===== config.mk =====
export PLATFORM = sky130hd
export DESIGN_NAME = crp_core
export DESIGN_NICKNAME = d
export VERILOG_FILES = /design/src/crp_core.v /design/src/crp_stack.v /design/src/crp_apb.v
export VERILOG_INCLUDE_DIRS = /design/src /design/src/src
export SDC_FILE = /design/constraint.sdc
export NUM_CORES = 1
export LEC_CHECK = 0
export ABC_AREA = 1
export BUFFER_PORTS_ARGS = -buffer_cell sky130_fd_sc_hd__buf_2
export CORE_UTILIZATION = 45
export CTS_CLUSTER_DIAMETER = 100
export DETAILED_ROUTE_END_ITERATION = 16
export GPL_TIMING_DRIVEN = 0
export SYNTH_ARGS = -nofsm -noshare
export SYNTH_HDL_FRONTEND = slang
export SYNTH_SLANG_ARGS = --single-unit

===== constraint.sdc =====
create_clock -name CLK -period 11.5 [get_ports CLK]
set_clock_uncertainty 0.2 [all_clocks]
set_input_delay 1.15 -clock CLK [delete_from_list [all_inputs] [get_ports CLK]]
set_output_delay 1.15 -clock CLK [all_outputs]
set_load 0.05 [all_outputs]

===== src/crp_map.vh =====
// Register map, field positions and opcodes of the call/return and port I/O unit.
// Assumes byte addresses on a 32-bit APB with one aligned word per register.
`ifndef CRP_MAP_VH
`define CRP_MAP_VH

// Register byte offsets
`define CRP_OFF_CMD 12'h000
`define CRP_OFF_ACC 12'h004
`define CRP_OFF_PC 12'h008
`define CRP_OFF_STAT 12'h00C
`define CRP_OFF_INT 12'h010
`define CRP_OFF_PORT 12'h014
`define CRP_OFF_EXP 12'h018
`define CRP_REG_CNT 3'h7

// Command register fields
`define CRP_CMD_BUSY 16
`define CRP_CMD_ILL 17

// Status register fields
`define CRP_STAT_STW_LO 4
`define CRP_STAT_BANK 8
`define CRP_STAT_SP_LO 16

// Interrupt control write bits
`define CRP_INT_EN_TMR 0
`define CRP_INT_DIS_TMR 1
`define CRP_INT_EN_EXT 2
`define CRP_INT_DIS_EXT 3
`define CRP_INT_CLR_TFLG 4
`define CRP_INT_CLR_REQ 5
`define CRP_INT_CLR_GIE 6

// Interrupt status read bits
`define CRP_IST_TFLG 0
`define CRP_IST_TIRQ 1
`define CRP_IST_TIE 2
`define CRP_IST_EIE 3
`define CRP_IST_GIE 4

// Opcodes
`define CRP_OP_CALL 5'h14
`define CRP_OP_RTN 8'h83
`define CRP_OP_RTNS 8'h93
`define CRP_OP_IN 8'h08
`define CRP_OP_OUTP 8'h38
`define CRP_OP_ANLP 8'h98
`define CRP_OP_ORLP 8'h88
`define CRP_OP_INB 8'h08
`define CRP_OP_OUTB 8'h02
`define CRP_OP_ANLB 8'h98
`define CRP_OP_ORLB 8'h88
`define CRP_OP_MOVDI 8'h0C
`define CRP_OP_MOVDO 8'h3C
`define CRP_OP_ANDX 8'h9C
`define CRP_OP_ORX 8'h8C

// Expander command codes on the nibble
`define CRP_EXP_RD 2'h0
`define CRP_EXP_WR 2'h1

`endif


===== src/crp_core.v =====
// Call/return, port, bus and expander I/O execution unit with timer flags.
// Assumes software issues one instruction at a time through APB.
// Function
// [RULE1] Call is two bytes, two cycles; pushes PC and upper status bits first
// [RULE2] Call then bumps stack pointer, loads PC low 11 bits and bank flag
// [RULE3] Plain return 83h pops PC only, status untouched, interrupts stay off
// [RULE4] Restoring return 93h pops PC and status, enables interrupts at end
// [RULE5] Port input 08h plus port loads accumulator from port 1 or 2
// [RULE6] Port output 38h plus port latches accumulator onto port 1 or 2
// [RULE7] Port AND 98h and OR 88h plus port combine port with data byte
// [RULE8] Bus input 08h reads bus port into accumulator in two cycles
// [RULE9] Bus output 02h latches accumulator onto bus port in two cycles
// [RULE10] Bus AND 98h and OR 88h combine bus port with second byte
// [RULE11] Expander input puts port nibble in accumulator low, clears high
// [RULE12] Expander output 3Ch plus select sends accumulator low nibble out
// [RULE13] Expander AND 9Ch and OR 8Ch combine port with accumulator nibble
// [RULE14] Low two opcode bits select expander port 4 to 7
// [RULE15] Reset clears timer flags and enables, sets global interrupt enable
// [RULE16] Timer overflow sets timer flag, and request when timer enable set
// [RULE17] Timer enable op sets timer interrupt enable, disable op clears it
// [RULE18] External enable op sets external enable, disable op clears it
// [RULE19] Stack pointer is three bits and wraps modulo eight
//
// Decided for this implementation: the APB interface to the registers and the address map.
`include "crp_map.vh"
module crp_core (
    // Clock and reset
    input wire CLK,
    input wire SYS_RST,
    // APB slave
    input wire PSEL,
    input wire PENABLE,
    input wire PWRITE,
    input wire [11:0] PADDR,
    input wire [31:0] PWDATA,
    output wire [31:0] PRDATA,
    output wire PREADY,
    output wire PSLVERR,
    // Ports 1 and 2
    input wire [7:0] P1_IN,
    output wire [7:0] P1_OUT,
    input wire [7:0] P2_IN,
    output wire [7:0] P2_OUT,
    // Bus port
    input wire [7:0] BUS_IN,
    output wire [7:0] BUS_OUT,
    output wire BUS_OE,
    // Expander strobe, active low
    output wire EXP_STB_N,
    // Timer overflow event
    input wire TMR_OVF,
    // Flags
    output wire TMR_IRQ,
    output wire GIE
);
    localparam ST_IDLE = 3'b001;
    localparam ST_EX1 = 3'b010;
    localparam ST_EX2 = 3'b100;

    reg [2:0] state_q;
    reg [2:0] state_d;
    reg [7:0] op_q;
    reg [7:0] arg_q;
    reg [7:0] acc_q;
    reg [11:0] pc_q;
    reg [3:0] stw_q;
    reg bank_q;
    reg [2:0] sp_q;
    reg [7:0] p1_q;
    reg [7:0] p2_q;
    reg [7:0] bus_q;
    reg bus_oe_q;
    reg tflg_q;
    reg tirq_q;
    reg tie_q;
    reg eie_q;
    reg gie_q;
    reg ill_q;
    reg exp_act_q;
    reg exp_stb_n_q;
    reg [3:0] exp_nib_q;

    wire [2:0] idx;
    wire [6:0] wr;
    reg [31:0] rd_data;
    wire idle;
    wire start;
    wire [7:0] pw;
    wire st_exp;

    // Decode of the latched opcode
    wire is_call;
    wire is_rtn;
    wire is_rtns;
    wire is_in;
    wire is_outp;
    wire is_anlp;
    wire is_orlp;
    wire is_inb;
    wire is_outb;
    wire is_anlb;
    wire is_orlb;
    wire is_movdi;
    wire is_movdo;
    wire is_andx;
    wire is_orx;
    wire is_exp;
    wire is_legal;
    wire port_op;
    wire p_sel2;
    wire [1:0] exp_sel;
    wire [3:0] sel_oh;
    wire [15:0] shd_flat;
    wire [3:0] shd_cur;
    reg [3:0] exp_wd;
    wire [15:0] stk_rd;
    wire push;

    assign idle = (state_q == ST_IDLE);
    assign start = wr[0] & idle;
    assign pw = PWDATA[7:0];
    assign st_exp = (pw[3:2] == 2'h3) &&
        ((pw[7:4] == 4'h0) || (pw[7:4] == 4'h3) ||
         (pw[7:4] == 4'h8) || (pw[7:4] == 4'h9));

    assign is_call = (op_q[4:0] == `CRP_OP_CALL); // [RULE1]
    assign is_rtn = (op_q == `CRP_OP_RTN); // [RULE3]
    assign is_rtns = (op_q == `CRP_OP_RTNS); // [RULE4]
    assign port_op = (op_q[1:0] != 2'h0) && (op_q[1:0] != 2'h3);
    assign is_in = port_op && ({op_q[7:2], 2'h0} == `CRP_OP_IN); // [RULE5]
    assign is_outp = port_op && ({op_q[7:2], 2'h0} == `CRP_OP_OUTP); // [RULE6]
    assign is_anlp = port_op && ({op_q[7:2], 2'h0} == `CRP_OP_ANLP); // [RULE7]
    assign is_orlp = port_op && ({op_q[7:2], 2'h0} == `CRP_OP_ORLP); // [RULE7]
    assign is_inb = (op_q == `CRP_OP_INB); // [RULE8]
    assign is_outb = (op_q == `CRP_OP_OUTB); // [RULE9]
    assign is_anlb = (op_q == `CRP_OP_ANLB); // [RULE10]
    assign is_orlb = (op_q == `CRP_OP_ORLB); // [RULE10]
    assign is_movdi = ({op_q[7:2], 2'h0} == `CRP_OP_MOVDI); // [RULE11]
    assign is_movdo = ({op_q[7:2], 2'h0} == `CRP_OP_MOVDO); // [RULE12]
    assign is_andx = ({op_q[7:2], 2'h0} == `CRP_OP_ANDX); // [RULE13]
    assign is_orx = ({op_q[7:2], 2'h0} == `CRP_OP_ORX); // [RULE13]
    assign is_exp = is_movdi | is_movdo | is_andx | is_orx;
    assign is_legal = is_call | is_rtn | is_rtns | is_in | is_outp |
        is_anlp | is_orlp | is_inb | is_outb | is_anlb | is_orlb | is_exp;
    assign p_sel2 = op_q[1];
    assign exp_sel = op_q[1:0]; // [RULE14]
    assign sel_oh = 4'h1 << exp_sel; // [RULE14]
    assign shd_cur = shd_flat[exp_sel*4 +: 4];

    // Value written to the expander port; AND/OR work on the kept latch
    always @* begin
        exp_wd = acc_q[3:0]; // [RULE12]
        if (is_andx) begin
            exp_wd = shd_cur & acc_q[3:0]; // [RULE13]
        end else if (is_orx) begin
            exp_wd = shd_cur | acc_q[3:0]; // [RULE13]
        end
    end

    // Shadow of each expander port latch; the expander cannot be read back cheaply
    genvar g;
    generate
        for (g = 0; g < 4; g = g + 1) begin : g_shd
            reg [3:0] shd_q;
            always @(posedge CLK or posedge SYS_RST) begin
                if (SYS_RST) begin
                    shd_q <= 4'h0;
                end else if ((state_q == ST_EX2) && is_exp && sel_oh[g]) begin
                    shd_q <= is_movdi ? P2_IN[3:0] : exp_wd; // [RULE13]
                end
            end
            assign shd_flat[g*4 +: 4] = shd_q;
        end
    endgenerate

    // Sequencer: every instruction takes two execute cycles
    always @* begin
        case (state_q)
            ST_IDLE: state_d = start ? ST_EX1 : ST_IDLE;
            ST_EX1: state_d = ST_EX2;
            ST_EX2: state_d = ST_IDLE;
            default: state_d = ST_IDLE;
        endcase
    end

    always @(posedge CLK or posedge SYS_RST) begin
        if (SYS_RST) begin
            state_q <= ST_IDLE;
            op_q <= 8'h00;
            arg_q <= 8'h00;
            ill_q <= 1'b0;
        end else begin
            state_q <= state_d;
            if (start) begin
                op_q <= pw;
                arg_q <= PWDATA[15:8];
            end
            if (state_q == ST_EX1) begin
                ill_q <= ~is_legal;
            end
        end
    end

    // Return stack; push in the first cycle at the current pointer
    assign push = (state_q == ST_EX1) && is_call; // [RULE1]

    crp_stack #(
        .PW(3),
        .DW(16)
    ) u_stack (
        .clk(CLK),
        .we(push),
        .wptr(sp_q),
        .wdata({stw_q, pc_q}), // [RULE1]
        .rptr(sp_q),
        .rdata(stk_rd)
    );

    // Stack pointer, program counter and status word
    always @(posedge CLK or posedge SYS_RST) begin
        if (SYS_RST) begin
            sp_q <= 3'h0;
            pc_q <= 12'h000;
            stw_q <= 4'h0;
            bank_q <= 1'b0;
        end else begin
            if (state_q == ST_EX1 && (is_rtn || is_rtns)) begin
                sp_q <= sp_q - 3'h1; // [RULE3] [RULE4] [RULE19]
            end else if (state_q == ST_EX2 && is_call) begin
                sp_q <= sp_q + 3'h1; // [RULE2] [RULE19]
            end
            if (state_q == ST_EX2 && is_call) begin
                pc_q <= {bank_q, op_q[7:5], arg_q}; // [RULE2]
            end else if (state_q == ST_EX2 && (is_rtn || is_rtns)) begin
                pc_q <= stk_rd[11:0]; // [RULE3] [RULE4]
            end else if (wr[2] && idle) begin
                pc_q <= PWDATA[11:0];
            end
            if (state_q == ST_EX2 && is_rtns) begin
                stw_q <= stk_rd[15:12]; // [RULE4]
            end else if (wr[3] && idle) begin
                stw_q <= PWDATA[`CRP_STAT_STW_LO +: 4];
            end
            if (wr[3] && idle) begin
                bank_q <= PWDATA[`CRP_STAT_BANK];
            end
        end
    end

    // Accumulator, port latches and bus latch
    always @(posedge CLK or posedge SYS_RST) begin
        if (SYS_RST) begin
            acc_q <= 8'h00;
            p1_q <= 8'hFF;
            p2_q <= 8'hFF;
            bus_q <= 8'h00;
            bus_oe_q <= 1'b0;
        end else if (state_q == ST_EX2) begin
            if (is_in) begin
                acc_q <= p_sel2 ? P2_IN : P1_IN; // [RULE5]
            end else if (is_inb) begin
                acc_q <= BUS_IN; // [RULE8]
            end else if (is_movdi) begin
                acc_q <= {4'h0, P2_IN[3:0]}; // [RULE11]
            end
            if (is_outp && !p_sel2) begin
                p1_q <= acc_q; // [RULE6]
            end else if (is_anlp && !p_sel2) begin
                p1_q <= p1_q & arg_q; // [RULE7]
            end else if (is_orlp && !p_sel2) begin
                p1_q <= p1_q | arg_q; // [RULE7]
            end
            if (is_outp && p_sel2) begin
                p2_q <= acc_q; // [RULE6]
            end else if (is_anlp && p_sel2) begin
                p2_q <= p2_q & arg_q; // [RULE7]
            end else if (is_orlp && p_sel2) begin
                p2_q <= p2_q | arg_q; // [RULE7]
            end
            if (is_outb) begin
                bus_q <= acc_q; // [RULE9]
                bus_oe_q <= 1'b1;
            end else if (is_anlb) begin
                bus_q <= bus_q & arg_q; // [RULE10]
                bus_oe_q <= 1'b1;
            end else if (is_orlb) begin
                bus_q <= bus_q | arg_q; // [RULE10]
                bus_oe_q <= 1'b1;
            end else if (is_inb) begin
                bus_oe_q <= 1'b0;
            end
        end else if (wr[1] && idle) begin
            acc_q <= PWDATA[7:0];
        end
    end

    // Expander transfer: command nibble in cycle 1, strobe low with data in cycle 2
    always @(posedge CLK or posedge SYS_RST) begin
        if (SYS_RST) begin
            exp_act_q <= 1'b0;
            exp_stb_n_q <= 1'b1;
            exp_nib_q <= 4'h0;
        end else if (start && st_exp) begin
            exp_act_q <= 1'b1;
            exp_nib_q <= {(pw[7:4] == 4'h0) ? `CRP_EXP_RD : `CRP_EXP_WR, pw[1:0]}; // [RULE14]
        end else if (state_q == ST_EX1 && is_exp) begin
            exp_stb_n_q <= 1'b0;
            exp_nib_q <= exp_wd; // [RULE12] [RULE13]
            exp_act_q <= ~is_movdi;
        end else if (state_q == ST_EX2) begin
            exp_stb_n_q <= 1'b1;
            exp_act_q <= 1'b0;
        end
    end

    // Timer and interrupt flags; a hardware set wins over a software clear
    always @(posedge CLK or posedge SYS_RST) begin
        if (SYS_RST) begin
            tflg_q <= 1'b0; // [RULE15]
            tirq_q <= 1'b0; // [RULE15]
            tie_q <= 1'b0; // [RULE15]
            eie_q <= 1'b0; // [RULE15]
            gie_q <= 1'b1; // [RULE15]
        end else begin
            if (TMR_OVF) begin
                tflg_q <= 1'b1; // [RULE16]
            end else if (wr[4] && PWDATA[`CRP_INT_CLR_TFLG]) begin
                tflg_q <= 1'b0;
            end
            if (TMR_OVF && tie_q) begin
                tirq_q <= 1'b1; // [RULE16]
            end else if (wr[4] && PWDATA[`CRP_INT_CLR_REQ]) begin
                tirq_q <= 1'b0;
            end
            if (wr[4] && PWDATA[`CRP_INT_EN_TMR]) begin
                tie_q <= 1'b1; // [RULE17]
            end else if (wr[4] && PWDATA[`CRP_INT_DIS_TMR]) begin
                tie_q <= 1'b0; // [RULE17]
            end
            if (wr[4] && PWDATA[`CRP_INT_EN_EXT]) begin
                eie_q <= 1'b1; // [RULE18]
            end else if (wr[4] && PWDATA[`CRP_INT_DIS_EXT]) begin
                eie_q <= 1'b0; // [RULE18]
            end
            if (state_q == ST_EX2 && is_rtns) begin
                gie_q <= 1'b1; // [RULE4]
            end else if (wr[4] && PWDATA[`CRP_INT_CLR_GIE]) begin
                gie_q <= 1'b0;
            end
        end
    end

    // Read mux
    always @* begin
        rd_data = 32'h00000000;
        case (idx)
            3'h0: begin
                rd_data[15:0] = {arg_q, op_q};
                rd_data[`CRP_CMD_BUSY] = ~idle;
                rd_data[`CRP_CMD_ILL] = ill_q;
            end
            3'h1: rd_data[7:0] = acc_q;
            3'h2: rd_data[11:0] = pc_q;
            3'h3: begin
                rd_data[`CRP_STAT_STW_LO +: 4] = stw_q;
                rd_data[`CRP_STAT_BANK] = bank_q;
                rd_data[`CRP_STAT_SP_LO +: 3] = sp_q;
            end
            3'h4: rd_data[4:0] = {gie_q, eie_q, tie_q, tirq_q, tflg_q};
            3'h5: rd_data[24:0] = {bus_oe_q, bus_q, p2_q, p1_q};
            3'h6: rd_data[15:0] = shd_flat;
            default: rd_data = 32'h00000000;
        endcase
    end

    crp_apb u_apb (
        .clk(CLK),
        .rst(SYS_RST),
        .psel(PSEL),
        .penable(PENABLE),
        .pwrite(PWRITE),
        .paddr(PADDR),
        .prdata(PRDATA),
        .pready(PREADY),
        .pslverr(PSLVERR),
        .idx(idx),
        .wr_stb(wr),
        .rd_data(rd_data)
    );

    // Port 2 low nibble is lent to the expander only while a transfer runs
    assign P1_OUT = p1_q;
    assign P2_OUT = exp_act_q ? {p2_q[7:4], exp_nib_q} : p2_q;
    assign BUS_OUT = bus_q;
    assign BUS_OE = bus_oe_q;
    assign EXP_STB_N = exp_stb_n_q;
    assign TMR_IRQ = tirq_q;
    assign GIE = gie_q;
endmodule // crp_core


===== src/crp_stack.v =====
// Eight-entry return stack holding program counter and upper status bits.
// Assumes the caller owns the stack pointer; read is combinational.
module crp_stack #(
    parameter PW = 3,
    parameter DW = 16
) (
    // Clock
    input wire clk,
    // Write side
    input wire we,
    input wire [PW-1:0] wptr,
    input wire [DW-1:0] wdata,
    // Read side
    input wire [PW-1:0] rptr,
    output wire [DW-1:0] rdata
);
    reg [DW-1:0] mem [0:(1<<PW)-1];

    // No reset: entries are only read after being pushed
    always @(posedge clk) begin
        if (we) begin
            mem[wptr] <= wdata;
        end
    end

    assign rdata = mem[rptr];
endmodule // crp_stack


===== src/crp_apb.v =====
// APB slave front end: decode, write strobes, registered read data.
// Assumes a zero-wait slave; the core supplies the read mux value.
`include "crp_map.vh"
module crp_apb (
    // Clock and reset
    input wire clk,
    input wire rst,
    // APB
    input wire psel,
    input wire penable,
    input wire pwrite,
    input wire [11:0] paddr,
    output reg [31:0] prdata,
    output wire pready,
    output wire pslverr,
    // Core side
    output wire [2:0] idx,
    output wire [6:0] wr_stb,
    input wire [31:0] rd_data
);
    wire hit;

    assign idx = paddr[4:2];
    assign hit = (paddr[11:5] == 7'h00) && (paddr[1:0] == 2'h0) && (idx < `CRP_REG_CNT);
    assign pready = 1'b1;
    assign pslverr = psel & penable & ~hit;
    assign wr_stb = (psel & penable & pwrite & hit) ? (7'h01 << idx) : 7'h00;

    // Read data captured in the setup cycle so it stands for the access phase
    always @(posedge clk or posedge rst) begin
        if (rst) begin
            prdata <= 32'h00000000;
        end else if (psel & ~penable) begin
            prdata <= (hit & ~pwrite) ? rd_data : 32'h00000000;
        end
    end
endmodule // crp_apb


==> key figures <==
Drt
  • Drt wl/cell: 21.3 µm
  • Via/cell ratio: 5.48
  • Total Wirelength: 43100 µm
  • Via Count: 11100
  • # DRC: 0
  • Initial drt markers: 1002
  • Number of iterations in the first detailed-routing pass: 5
  • Antenna Violating Nets Remaining: 0

STA
  • Final Max Tran Viols: 0
  • Setup WS post-layout: 7.88 ns
  • # setup viols final: 0
  • Final Hold Fails: 0
  • Relative max-transition margin: 35.7%
  • F_max: 276 MHz
  • Setup TNS: 0 ns
  • Unrepaired setup endpoints after global routing: no
  • Slew at the pin closest to its max-slew limit: 0.956 ns
  • Fin crit share: 31.5%
  • Min cycle time layout: 3.62 ns

Synth
  • Compound-Gate Fraction of Synth Area: 8.73%
  • Post-synthesis simple-gate area fraction: 27.8%
  • Synthesized area: 12600 µm²
  • Adder-Cell Fraction of Synth Area: 0.555%
  • Cell variety after synth: 41
  • Syn Area/Cell: 8.60 µm²
  • Post-synthesis mux area share: 0.0891%
  • #FFs+latches synth: 253
  • Dominant combinational cell family by area after synthesis: simple AND/OR/NAND/NOR gates
  • Xor and xnor area share after synthesis: 0.139%
  • Sequential share of the synthesized area: 55.4%
  • Mapped Cells: 1469
  • Yosys warning count: 0

Setup path
  • Crit path largest cell delay: 0.81 ns
  • R2R cell count: 8
  • CP endpoint kind: flip-flop
  • Required @ worst endpoint: 11.56 ns
  • Worst Setup Start Kind: flip-flop
  • Critical setup path kind: reg2reg
  • Critical path arrival: 3.68 ns
  • Max stage delay cell, worst path: nor4_2
  • R2r endpoint: u_stack.mem[0][10]
  • CP cell instances: inv_1 > buf_2 > ha_1 > nand3_1 > nor2_1 > nand2_1 > nor4_2 > buf_4
  • R2R Setup Slk: 7.88 ns
  • Max FO, Critical Path: 11
  • Buf/Inv on CP: 3
  • Reg2reg start: op_q[1]
  • CP delay by family, top: simple AND/OR/NAND/NOR gates

Placed design
  • Gpl congestion: 0.992
  • DP Wirelength: 31800 µm
  • Pre-CTS setup slack: 7.86 ns
  • Port-buffer cells: 111

Min path
  • Hold Crit Start: u_apb.prdata[10]
  • Min-Delay Path Class: reg2reg
  • Hold Crit Depth: 2
  • Hold EP: u_apb.prdata[10]

Clocking
  • Post-CTS Setup Inserts: 0
  • CTS tree: built
  • Clock-pin slew on the worst setup and hold paths: 0.06 ns
  • Post-cts resize count: 0
  • Hold_buf cts: 0
  • CTS Buf Count: 28
  • # H-tree levels: 1
  • Clock sink total: 253
  • Worst skew pair latency: 0.56 ns
  • Worst-case clock buffer depth: 3
  • CTS root buf: clkbuf_16

Global routing
  • First-pass GRT wire length: 64200 µm
  • Total grt overflow: 0
  • Overall routing resource usage: 30.5%
  • Vias in the first global route: 10600
  • Largest net degree at the start of global routing: 67
  • Initial antenna violation count: 0

Finish
  • Storage cell area: 7000 µm²
  • Ant diodes: 0
  • Most common cell after layout, fill and taps aside: nand2_1
  • Multi-input gate area: 4770 µm²
  • Final #Nets: 1706
  • Commonest non-fill, non-tap cells in the layout: 460 x nand2_1, 141 x nand3_1, 141 x buf_2
  • # fillers: 2630
  • Layout cell share with drive strength beyond 1: 18.1%
  • Area grow syn2layout: 16.9%

Floorplanning
  • Chip height: 170 µm
  • Die Area: 28800 µm²
  • Core box area: 27300 µm²
  • Starting Density: 46.4%
  • IO Count: 136
  • Rows: 60
  • Die width: 170 µm

Power and ir drop
  • Sw power: 0.414 mW
  • Worst VDD drop: 0.0743 mV
  • Logic pwr share: 3.5%
  • Internal power: 1.46 mW
  • Seq pwr share: 50.5%
  • Clk pwr share: 46.0%
  • Cell area power density: 127 nW/µm²
  • Sw Share: 22.1%
  • Lkg Pwr: 6.81 nW

Status
  • Outcome: finished clean

Flow run
  • Max_cap viols: 0
sequential cells by signal (all words and copies together), names as in the netlist, 12 cells and up:
register / flops
u_apb.prdata: 25
u_stack.mem: 128
g_shd.shd_q: 16
pc_q: 12
cell families (layout without fill, tap and decap cells):
| family | count (synthesis) | count (layout) |
|---|---|---|
| and+or+nand+nor | 789 | 789 |
| DFF | 253 | 253 |
| buffers and inverters | 217 | 391 |
| AOI/OAI and AO/OA | 200 | 200 |
| adders and majority gates | 5 | 5 |
| other | 2 | 8 |
| xor gates and xnor gates | 2 | 2 |
| muxes | 1 | 1 |
cell type report:
type | instances | share of cell area [%]
buffer | 69 | 2.49
tap | 372 | 3.15
inverter | 148 | 3.79
clock buffer | 48 | 5.73
timing repair buffer | 122 | 4.96
clock inverter | 4 | 0.254
multi-input combinational | 1005 | 32.3
sequential | 253 | 47.4
power by group through the flow:
| stage | clock network (mW) | registers [mW] | logic, mW |
|---|---|---|---|
| 2_1_floorplan | 0 | 0.965 | 0.0358 |
| 3_3_place_gp | 0 | 0.965 | 0.0630 |
| 3_5_place_dp | 0 | 0.965 | 0.0647 |
| 4_1_cts | 0.870 | 0.947 | 0.0649 |
| 5_1_grt | 0.905 | 0.947 | 0.0714 |
| 6_report | 0.864 | 0.947 | 0.0649 |
cell usage after synthesis, drive strengths merged:
cell type / n / area [µm²]
a21boi: 1 / 7.51
xor2: 2 / 17.5
nand2: 478 / 1850
nand3b: 1 / 11.3
fa: 1 / 20.0
or2: 5 / 31.3
dfstp: 19 / 499
o22ai: 11 / 68.8
o211ai: 24 / 180
clkbuf: 15 / 56.3
o221ai: 1 / 8.76
inv: 148 / 556
a21oi: 35 / 175
edfxtp: 128 / 3840
nand4: 61 / 382
buf: 54 / 312
nor3: 7 / 56.3
and2: 1 / 6.26
dfrtp: 106 / 2650
nand3: 143 / 726
nor2: 91 / 433
conb: 2 / 7.51
nor4: 2 / 12.5
o2111ai: 5 / 43.8
o21ai: 122 / 611
a22o: 1 / 8.76
mux2: 1 / 11.3
ha: 4 / 50.1
per-layer routing:
metal,vias up,wire (µm),track usage (%)
met5,-,0,0
met4,0,2700,18.0
met3,124,2760,3.50
met2,481,20300,50.0
met1,5247,17400,39.0
li1,5220,-,-
through the flow:
step	hold WS, ns	instance area, µm²	utilization (%)	instances	power [mW]
after floorplan	0.249	12700	-	1475	1.00
after global placement	0.260	13700	50.2	1958	1.03
after detailed placement	0.264	13900	51.0	1969	1.03
after CTS	0.276	14800	54.2	2021	1.88
after global routing	0.294	14800	54.2	2021	1.92
final	0.272	14800	54.2	2021	1.88
tightest hold or removal path, stage by stage (launching register included):
cell and delay [ns]:
dfrtp_1 0.33, nand2_1 0.06, nand2_1 0.05
how the worst max path moves through the flow:
stage,from,to,slack [ns],cells past startpoint
floorplan,SYS_RST,BUS_OE,6.85,1
global placement,SYS_RST,pc_q[10],5.12,2
detailed placement,op_q[1],u_stack.mem[0][3],7.86,8
CTS,op_q[1],u_stack.mem[0][5],7.87,8
global route,op_q[1],u_stack.mem[0][11],7.64,8
finish,op_q[1],u_stack.mem[0][10],7.88,8
No activity file was read; power rests on OpenSTA's default activity.
